## src/aif_pkg.sv

```systemverilog
// Function
// - Flush filter when error exceeds reset window
// - Window count is 360/32768 degree per step
// - Zero window disables threshold flush entirely
// - Boot loads window bits 23:20, pads rest
// - Coefficient bits 14:0 unsigned magnitude, n/16384
// - Coefficient bit 15 negates the magnitude
// - All numerators scaled by two to minus exponent
// - Boot loads exponent bits 20:16, clears 23:21
// - Count sets harmonic components used per angle
// - Count used only while harmonic correction enabled
// - Boot caps count at 11, software up to 15
// - Count in 19:16, bits 23:20 read zero
// - Stored count 10/11 at boot reuses stored words as coefficients
// - Filter used only while smoothing enable set
package aif_pkg;
  localparam int          ADDR_W          = 8;
  localparam int          DATA_W          = 32;
  localparam int          ANGLE_W         = 16;
  localparam int          HWORDS          = 6;
  localparam int          HWORD_W         = 16;
  // Printed offsets are word indices; byte address is four times that
  localparam logic [7:0]  IDX_WINDOW_COEF1 = 8'h07;
  localparam logic [7:0]  IDX_SCALE_COEF2  = 8'h08;
  localparam logic [7:0]  IDX_COUNT_COEF3  = 8'h09;
  localparam logic [ADDR_W-1:0] ADDR_WINDOW_COEF1 = 8'h1C;
  localparam logic [ADDR_W-1:0] ADDR_SCALE_COEF2  = 8'h20;
  localparam logic [ADDR_W-1:0] ADDR_COUNT_COEF3  = 8'h24;
  localparam int          HI_LSB          = 16;
  localparam int          COEF_SIGN       = 15;
  localparam int          COEF_FRAC       = 14;
  localparam logic [8:0]  COEF_FRAC_SH    = 9'h00E;
  localparam logic [15:0] WINDOW_RESET    = 16'h0000;
  localparam logic [7:0]  SCALE_RESET     = 8'h00;
  localparam logic [3:0]  COUNT_RESET     = 4'h0;
  localparam logic [15:0] COEF_RESET      = 16'h0000;
  localparam logic [3:0]  COUNT_BOOT_CAP  = 4'hB;
  localparam logic [3:0]  COUNT_REUSE_LO  = 4'hA;
  localparam logic [3:0]  COUNT_REUSE_HI  = 4'hB;
  typedef enum logic [1:0] {
    AIF_BOOT = 2'b01,
    AIF_RUN  = 2'b10
  } aif_phase_t;
endpackage : aif_pkg

```

## src/aif_filter_core.sv

```systemverilog
`timescale 1ns/10ps
`default_nettype none
// Boot-loaded, software-writable field; the boot load wins over a write
module aif_field_reg #(
  parameter int           W     = 16,
  parameter logic [W-1:0] RESET = '0
) (
  input  wire logic         clk,
  input  wire logic         rst_n,
  input  wire logic         ce,
  input  wire logic         boot,
  input  wire logic [W-1:0] boot_value,
  input  wire logic         wr_en,
  input  wire logic [W-1:0] wr_value,
  output var  logic [W-1:0] value
);
  always_ff @(posedge clk or negedge rst_n) begin
    if (!rst_n) begin
      value <= RESET;
    end else if (ce && boot) begin
      value <= boot_value;
    end else if (ce && wr_en) begin
      value <= wr_value;
    end
  end
endmodule : aif_field_reg

module aif_filter_core (
  input  wire logic                                  clk,
  input  wire logic                                  rstn,
  input  wire logic                                  ce,
  input  wire logic [aif_pkg::ADDR_W-1:0]            addr,
  input  wire logic [aif_pkg::DATA_W-1:0]            wdata,
  input  wire logic                                  wr,
  input  wire logic                                  rd,
  output var  logic [aif_pkg::DATA_W-1:0]            rdata,
  input  wire logic [3:0]                            stored_reset_window,
  input  wire logic [4:0]                            stored_scale_exponent,
  input  wire logic [15:0]                           stored_coef_first,
  input  wire logic [15:0]                           stored_coef_second,
  input  wire logic [15:0]                           stored_coef_third,
  input  wire logic [3:0]                            stored_component_count,
  input  wire logic [aif_pkg::HWORDS*aif_pkg::HWORD_W-1:0] stored_harmonic_words,
  input  wire logic                                  angle_smoothing_enable,
  input  wire logic                                  harmonic_correction_enable,
  input  wire logic [15:0]                           filter_den_second,
  input  wire logic [15:0]                           filter_den_third,
  input  wire logic [aif_pkg::ANGLE_W-1:0]           angle_in,
  input  wire logic                                  angle_in_valid,
  output var  logic [aif_pkg::ANGLE_W-1:0]           angle_out,
  output var  logic                                  angle_out_valid,
  output var  logic                                  filter_flush,
  output var  logic [3:0]                            harmonic_count_used,
  output var  logic [aif_pkg::HWORDS*aif_pkg::HWORD_W-1:0] harmonic_coef_extra,
  output var  logic                                  displaced_defaults
);
  import aif_pkg::*;

  logic       rst_s1;
  logic       rst_s2;
  aif_phase_t phase;
  aif_phase_t next_phase;

  logic [15:0] filter_reset_window;
  logic [15:0] filter_coef_first;
  logic [7:0]  numerator_scale_exponent;
  logic [15:0] filter_coef_second;
  logic [3:0]  harmonic_component_count;
  logic [15:0] filter_coef_third;

  logic signed [16:0] x1;
  logic signed [16:0] x2;
  logic signed [16:0] y1;
  logic signed [16:0] y2;

  // Reset release through two flops; async assert only
  always_ff @(posedge clk or negedge rstn) begin
    if (!rstn) begin
      rst_s1 <= 1'b0;
      rst_s2 <= 1'b0;
    end else begin
      rst_s1 <= 1'b1;
      rst_s2 <= rst_s1;
    end
  end

  wire rst_n_int = rst_s2;
  wire booting   = (phase == AIF_BOOT);

  always_comb begin
    next_phase = phase;
    unique case (phase)
      AIF_BOOT: next_phase = AIF_RUN;
      AIF_RUN:  next_phase = AIF_RUN;
      default:  next_phase = AIF_BOOT;
    endcase
  end

  always_ff @(posedge clk or negedge rst_n_int) begin
    if (!rst_n_int) begin
      phase <= AIF_BOOT;
    end else if (ce) begin
      phase <= next_phase;
    end
  end

  // Boot images of the stored fields, padded into the volatile layout
  wire [15:0] boot_window = {8'h00, stored_reset_window, 4'h0};
  wire [7:0]  boot_scale  = {3'b000, stored_scale_exponent};
  wire [3:0]  boot_count  = (stored_component_count > COUNT_BOOT_CAP) ?
                            COUNT_BOOT_CAP : stored_component_count;
  wire        boot_reuse  = (stored_component_count == COUNT_REUSE_LO) ||
                            (stored_component_count == COUNT_REUSE_HI);

  // Register decode; writes during the boot cycle are ignored
  wire run_wr  = wr && !booting;
  wire wr_sel1 = run_wr && (addr == ADDR_WINDOW_COEF1);
  wire wr_sel2 = run_wr && (addr == ADDR_SCALE_COEF2);
  wire wr_sel3 = run_wr && (addr == ADDR_COUNT_COEF3);

  // Field slices of a write word; window takes all 16 bits, scale takes all of bits 23:16, count padding is never stored
  wire [15:0] wr_window = wdata[HI_LSB+:16];
  wire [15:0] wr_coef   = wdata[HI_LSB-1:0];
  wire [7:0]  wr_scale  = wdata[HI_LSB+:8];
  wire [3:0]  wr_count  = wdata[HI_LSB+:4];

  // One register per field, all sharing boot and write timing
  aif_field_reg #(.W(16), .RESET(WINDOW_RESET)) u_reg_window (
    .clk        (clk),
    .rst_n      (rst_n_int),
    .ce         (ce),
    .boot       (booting),
    .boot_value (boot_window),
    .wr_en      (wr_sel1),
    .wr_value   (wr_window),
    .value      (filter_reset_window)
  );

  aif_field_reg #(.W(16), .RESET(COEF_RESET)) u_reg_coef_first (
    .clk        (clk),
    .rst_n      (rst_n_int),
    .ce         (ce),
    .boot       (booting),
    .boot_value (stored_coef_first),
    .wr_en      (wr_sel1),
    .wr_value   (wr_coef),
    .value      (filter_coef_first)
  );

  aif_field_reg #(.W(8), .RESET(SCALE_RESET)) u_reg_scale (
    .clk        (clk),
    .rst_n      (rst_n_int),
    .ce         (ce),
    .boot       (booting),
    .boot_value (boot_scale),
    .wr_en      (wr_sel2),
    .wr_value   (wr_scale),
    .value      (numerator_scale_exponent)
  );

  aif_field_reg #(.W(16), .RESET(COEF_RESET)) u_reg_coef_second (
    .clk        (clk),
    .rst_n      (rst_n_int),
    .ce         (ce),
    .boot       (booting),
    .boot_value (stored_coef_second),
    .wr_en      (wr_sel2),
    .wr_value   (wr_coef),
    .value      (filter_coef_second)
  );

  aif_field_reg #(.W(4), .RESET(COUNT_RESET)) u_reg_count (
    .clk        (clk),
    .rst_n      (rst_n_int),
    .ce         (ce),
    .boot       (booting),
    .boot_value (boot_count),
    .wr_en      (wr_sel3),
    .wr_value   (wr_count),
    .value      (harmonic_component_count)
  );

  aif_field_reg #(.W(16), .RESET(COEF_RESET)) u_reg_coef_third (
    .clk        (clk),
    .rst_n      (rst_n_int),
    .ce         (ce),
    .boot       (booting),
    .boot_value (stored_coef_third),
    .wr_en      (wr_sel3),
    .wr_value   (wr_coef),
    .value      (filter_coef_third)
  );

  // Reused stored words become dedicated coefficients at boot only
  always_ff @(posedge clk or negedge rst_n_int) begin
    if (!rst_n_int) begin
      harmonic_coef_extra <= '0;
      displaced_defaults  <= 1'b0;
    end else if (ce && booting) begin
      harmonic_coef_extra <= boot_reuse ? stored_harmonic_words : '0;
      displaced_defaults  <= boot_reuse;
    end
  end

  // Count is forwarded only while harmonic correction is on
  always_ff @(posedge clk or negedge rst_n_int) begin
    if (!rst_n_int) begin
      harmonic_count_used <= COUNT_RESET;
    end else if (ce) begin
      harmonic_count_used <= harmonic_correction_enable ?
                             harmonic_component_count : COUNT_RESET;
    end
  end

  // Read mux; upper padding of the count reads as zero
  wire        rd_sel1  = (addr == ADDR_WINDOW_COEF1);
  wire        rd_sel2  = (addr == ADDR_SCALE_COEF2);
  wire        rd_sel3  = (addr == ADDR_COUNT_COEF3);
  wire [31:0] rd_word1 = {filter_reset_window, filter_coef_first};
  wire [31:0] rd_word2 = {8'h00, numerator_scale_exponent, filter_coef_second};
  wire [31:0] rd_word3 = {12'h000, harmonic_component_count,
                          filter_coef_third};
  // Unmapped addresses select nothing and read as zero
  wire [31:0] rd_mux   = ({32{rd_sel1}} & rd_word1) |
                         ({32{rd_sel2}} & rd_word2) |
                         ({32{rd_sel3}} & rd_word3);

  always_ff @(posedge clk or negedge rst_n_int) begin
    if (!rst_n_int) begin
      rdata <= 32'h0000_0000;
    end else if (ce) begin
      rdata <= rd ? rd_mux : 32'h0000_0000;
    end
  end

  // Sign-magnitude to two's complement; magnitude is negated when bit 15 is set
  function automatic logic signed [16:0] sm_to_s(input logic [15:0] v);
    logic signed [16:0] mag;
    mag = $signed({2'b00, v[14:0]});
    sm_to_s = v[COEF_SIGN] ? -mag : mag;
  endfunction : sm_to_s

  wire signed [16:0] c1 = sm_to_s(filter_coef_first);
  wire signed [16:0] c2 = sm_to_s(filter_coef_second);
  wire signed [16:0] c3 = sm_to_s(filter_coef_third);
  wire signed [16:0] d2 = sm_to_s(filter_den_second);
  wire signed [16:0] d3 = sm_to_s(filter_den_third);
  wire signed [16:0] x0 = $signed({1'b0, angle_in});

  wire signed [33:0] p1 = x0 * c1;
  wire signed [33:0] p2 = x1 * c2;
  wire signed [33:0] p3 = x2 * c3;
  wire signed [33:0] q2 = y1 * d2;
  wire signed [33:0] q3 = y2 * d3;

  wire signed [35:0] num_sum = 36'(p1) + 36'(p2) + 36'(p3);
  wire signed [35:0] den_sum = 36'(q2) + 36'(q3);
  // Numerators carry the extra exponent; wide shifts simply go to sign
  wire        [8:0]  num_sh     = {1'b0, numerator_scale_exponent} +
                                  COEF_FRAC_SH;
  wire signed [35:0] num_scaled = num_sum >>> num_sh;
  wire signed [35:0] den_scaled = den_sum >>> COEF_FRAC_SH;
  wire signed [35:0] filt_full  = num_scaled - den_scaled;
  wire        [15:0] filt_out   = filt_full[15:0];

  // Angle error taken modulo a full turn, so wrap at 0/360 stays small
  wire [15:0] err_raw = angle_in - y1[15:0];
  wire [15:0] err_abs = err_raw[15] ? (16'h0000 - err_raw) : err_raw;
  wire        window_on = (filter_reset_window != 16'h0000);
  // A window count is 1/32768 turn, i.e. two angle steps
  wire [16:0] window_span = {filter_reset_window, 1'b0};
  wire        flush_hit = angle_smoothing_enable && window_on &&
                          ({1'b0, err_abs} > window_span);
  // Bypass also refills state so enabling later starts clean
  wire        reload    = flush_hit || !angle_smoothing_enable;
  wire        take      = ce && angle_in_valid && !booting;

  always_ff @(posedge clk or negedge rst_n_int) begin
    if (!rst_n_int) begin
      x1 <= '0;
      x2 <= '0;
      y1 <= '0;
      y2 <= '0;
    end else if (take && reload) begin
      x1 <= x0;
      x2 <= x0;
      y1 <= x0;
      y2 <= x0;
    end else if (take) begin
      x1 <= x0;
      x2 <= x1;
      y1 <= $signed({1'b0, filt_out});
      y2 <= y1;
    end
  end

  always_ff @(posedge clk or negedge rst_n_int) begin
    if (!rst_n_int) begin
      angle_out       <= 16'h0000;
      angle_out_valid <= 1'b0;
      filter_flush    <= 1'b0;
    end else if (ce) begin
      angle_out_valid <= take;
      filter_flush    <= take && flush_hit;
      if (take) begin
        angle_out <= reload ? angle_in : filt_out;
      end
    end
  end

endmodule : aif_filter_core
`default_nettype wire

```

## config.mk

```make
export PLATFORM = sky130hd
export DESIGN_NAME = aif_filter_core
export DESIGN_NICKNAME = d
export VERILOG_FILES = /design/src/aif_pkg.sv /design/src/aif_filter_core.sv
export SDC_FILE = /design/constraint.sdc
export NUM_CORES = 2
export LEC_CHECK = 0
export ABC_AREA = 1
export BUFFER_PORTS_ARGS = -buffer_cell sky130_fd_sc_hd__buf_2
export CAP_MARGIN = 25
export CORE_MARGIN = 4
export CORE_UTILIZATION = 58
export CTS_CLUSTER_DIAMETER = 120
export DETAILED_ROUTE_END_ITERATION = 8
export PLACE_DENSITY = 0.81
export REMOVE_ABC_BUFFERS = 1
export SLEW_MARGIN = 15
export SYNTH_ARGS = -nofsm -noshare
export SYNTH_HDL_FRONTEND = slang
export SYNTH_SLANG_ARGS = --single-unit
```

## constraint.sdc

```tcl
create_clock -name clk -period 9 [get_ports clk]
set_input_delay 0.9 -clock clk [delete_from_list [all_inputs] [get_ports clk]]
set_output_delay 0.9 -clock clk [all_outputs]
set_load 0.02 [all_outputs]
```

==> summary by stage <==
Outcome
The flow ran to the end, but the final reports show violations. The checks that failed: negative setup slack.

Worst setup path
The buffering stage count on the worst path with inverters included is 14. The largest fanout on the critical path is 3. The arrival time at the worst endpoint is 12,410 ps. STA classifies the critical path endpoint as a register. The slowest stage cell on the critical path is sky130_fd_sc_hd__fa_1. The data required time at the worst endpoint is 9490 ps. The cell repeated most along the worst path is sky130_fd_sc_hd__inv_2. The worst setup path is launched from a register.

The startpoint-to-endpoint class of the critical path is register to register. Broken down by cell family, the worst path's largest delay share belongs to adder cells. On the worst path, the slowest cell contributes a delay of 570 ps.

Floorplan
Once the floorplan was initialized, standard cells occupied 58.8% of the core. The I/O pin count is 404. After floorplanning, the core was sized to cover 108,000 um^2. The die width is 338 um. The number of core rows is 120. The die footprint is 114,000 um^2. From bottom edge to top edge, the die measures 338 um.

Synth
The mux cell area share after synthesis is 0.0158%. The synthesized design spends more area on one cell type than any other, namely sky130_fd_sc_hd__fa_1. The combinational family with the most area after synthesis is adder cells. The most used flip-flop cell after synthesis is sky130_fd_sc_hd__dfrtp_1. The post-synthesis average cell area is 8.07 um^2. The synthesized-area fraction occupied by and/or/nand/nor cells is 17.0%. In this run, synthesis produced a sequential element count of 295. The proportion of register bits with asynchronous set or reset after synthesis is 100%. The Yosys step of the flow raised 0 warnings.

After synthesis, the largest area contributor takes up 38.7% of total cell area. The compound-gate portion of the synthesized area is 6.12%. Summing the areas of all fa, ha and maj instances in the mapped netlist gives 50.1% of the synthesized area. Ranked by total cell area, the synthesized netlist is headed by sky130_fd_sc_hd__fa_1 (39%), sky130_fd_sc_hd__inv_1 (12%), sky130_fd_sc_hd__dfrtp_1 (12%), sky130_fd_sc_hd__ha_1 (11%), sky130_fd_sc_hd__nand2_1 (8.7%). The commonest cells after synthesis are sky130_fd_sc_hd__inv_1 (1,961), sky130_fd_sc_hd__nand2_1 (1,472), sky130_fd_sc_hd__fa_1 (1,225), sky130_fd_sc_hd__nor2_1 (847), sky130_fd_sc_hd__ha_1 (574). The mapped netlist covers 63,300 um^2. Among all cell types in the netlist, the one instantiated most often is sky130_fd_sc_hd__inv_1.

The number of different library cells used by synthesis comes to 61. Summing the areas of all xor and xnor instances in the mapped netlist gives 1.41% of the synthesized area. The number of enable-type register cells in the synthesized netlist is 0. In the synthesized netlist, the number of instances is 7,842. Of the synthesized area, sequential elements account for 11.7%.

Drt
The number of optimization iterations in the first detailed-route pass is 9. For this run, design rule violations remaining after detail routing come to 0. In the routed layout, each cell is associated on average with a via count of 5.60. After detailed routing, the average wire length per cell comes to 23.7 um.

Wires add up to 252 mm. The vias after detailed routing is 59,646. The count of routing violations after the opening detailed-route iteration is 6,140.

Once detail routing completed, the nets flagged for antenna violations numbered 0.

Timing
The highest attainable clock frequency is 83.9 MHz. On the final layout, the worst hold slack is 87.5 ps. The number of hold-slack violations in the final timing report is 0. The max-slew violation count came to 0. The worst-case headroom to the max-slew limit is 26.2%. After layout, the worst setup slack is -2920 ps. After layout, the minimum clock period comes to 11,920 ps. The final total negative setup slack is -75,770 ps. The final worst-path cycle share is 132%. Setup violations remaining at the end of the flow were counted as 32. The worst clock skew is 52.8 ps. The pin slew with the least headroom to its limit is 1110 ps. Setup repair after global routing could not meet its margin everywhere.

Finish
The layout has 8,269 filler cells. The layout-stage area growth over the synthesis result is 23.9%. Cells with a size suffix above 1 make up 21.8% of the layout.

The number of nets in the final layout is 11,251. The end-of-flow core utilization is 72.9%.

Clock tree
After clock tree synthesis, the flow added hold-fix buffers numbering 0. TritonCTS built the clock tree. The clock passes through at most 3 buffers.

For this design, the sink count on the clock tree is 295. The H-tree generated during clock tree synthesis spans 2 levels. The later pin in the worst-skew pair is clocked with a latency of 630 ps. The clock slew at the register clock pins of the worst setup and hold paths is 60 ps. Clock tree synthesis inserted a total of 36 buffers. The master cell of the clock root buffer is sky130_fd_sc_hd__clkbuf_16.

Global route
The pin count of the biggest net entering global routing is 167. Summed over all layers, the global routing overflow is 0. Global routing used 43.9% of the available tracks across all layers.

The number of antenna violations at the first check in global routing is 14. The number of global-route vias before repair was 61,607. The first global-routing pass estimated 376 mm of wire.

Place
The final weighted congestion in routability-driven placement is 1.07. The half-perimeter wire length of the detailed placement result is 216 mm. Port buffering added 403 buffers.

Worst hold path
The path class of the tightest hold or removal check is input pin to asynchronous set/reset pin.

Job
The tool flagged a number of max-cap violations equal to 0.
-- layout by cell type (no fill, tap or decap), types with 59 or more instances in the layout --
cell type | synthesis | layout
sky130_fd_sc_hd__nor2_1 | 847 | 805
sky130_fd_sc_hd__buf_12 | 1 | 59
sky130_fd_sc_hd__buf_4 | 2 | 1095
sky130_fd_sc_hd__xor2_1 | 72 | 65
sky130_fd_sc_hd__nand3_1 | 234 | 208
sky130_fd_sc_hd__dfrtp_1 | 294 | 291
sky130_fd_sc_hd__a21oi_1 | 146 | 130
sky130_fd_sc_hd__nand2_1 | 1472 | 1418
sky130_fd_sc_hd__fa_1 | 1225 | 1195
sky130_fd_sc_hd__o21ai_0 | 263 | 236
sky130_fd_sc_hd__inv_1 | 1961 | 1927
sky130_fd_sc_hd__ha_1 | 574 | 559
sky130_fd_sc_hd__buf_2 | 13 | 403
-- through the flow --
step,setup slack (ps),std cells,area (um^2)
2_1_floorplan,-2910,7562,62200
3_3_place_gp,-3300,10477,75000
3_5_place_dp,-3490,10478,75000
4_1_cts,-2880,10599,77200
5_1_grt,-3410,10636,78400
6_report,-2920,10643,78400
-- worst paths after layout --
path / from / end / slack (ps) / cells after the start
setup / recovery: u_reg_coef_first.value[0] / y1[14] / -2920 / 64
max in group asynchronous: rst_n_int / u_reg_coef_second.value[6] / 6550 / 2
min in group clk: rst_s1 / rst_n_int / 350 / 0
hold / removal: rstn / rst_n_int / 90 / 1
hold reg to reg: rst_n_int / harmonic_coef_extra[73] / 310 / 0
setup reg to reg: u_reg_coef_first.value[0] / y1[14] / -2920 / 64
-- timing repair --
item | CTS | global route
pin swaps | 63 | 147
resized for setup | 135 | 267
gates cloned | 2 | 1
endpoints found under the setup margin | 32 | 32
buffers inserted | 64 | 34
endpoints found under the hold margin | 0 | 0
-- cells by family (layout without fill, tap and decap cells) --
logic type,count (synthesis),after routing
simple gates,2683,2683
buf+inv,2297,3680
fa+ha+maj,1799,1799
compound gates,664,664
flops,295,295
xor+xnor,102,102
other cells,1,16
mux,1,1
-- flip-flops by register name (all words and copies together), names as in the netlist, 2 cells and up --
name and flops:
angle_out 16, harmonic_coef_extra 96, harmonic_count_used 4, phase 2
rdata 32, u_reg_coef_first.value 16, u_reg_coef_second.value 16, u_reg_coef_third.value 16
u_reg_count.value 4, u_reg_scale.value 8, u_reg_window.value 16, x1 16
x2 16, y1 16, y2 16
-- per-layer routing --
layer | GRT usage, % | wire (um) | vias up
met2 | 64.4 | 106000 | 3870
li1 | - | - | 25879
met3 | 14.3 | 35300 | 718
met5 | 0 | 0 | -
met1 | 59.7 | 95300 | 29179
met4 | 19.7 | 14800 | 0
-- layout make-up --
type | count | area [um^2] | share of cell area, %
Sequential cell | 295 | 7390 | 9.42
Clock inverter | 15 | 194 | 0.247
Tap cell | 1403 | 1760 | 2.24
Antenna cell | 15 | 37.5 | 0.0479
Timing Repair Buffer | 1599 | 12000 | 15.3
Inverter | 2017 | 7600 | 9.68
Clock buffer | 49 | 1020 | 1.30
Multi-Input combinational cell | 5250 | 48500 | 61.8
-- worst reg2reg max path, delay by kind of cell, from the launching register on --
kind | cells | cell delay [ps]
buffers and inverters | 14 | 1070
XOR/XNOR | 2 | 360
adder cells (fa/ha/maj) | 12 | 5510
flip-flops | 1 | 390
AO/OA/AOI/OAI | 11 | 1830
AND/OR/NAND/NOR | 25 | 2650
Power is not shown: default switching activity piles up to over one toggle a cycle in this logic, so the estimate is an artifact.
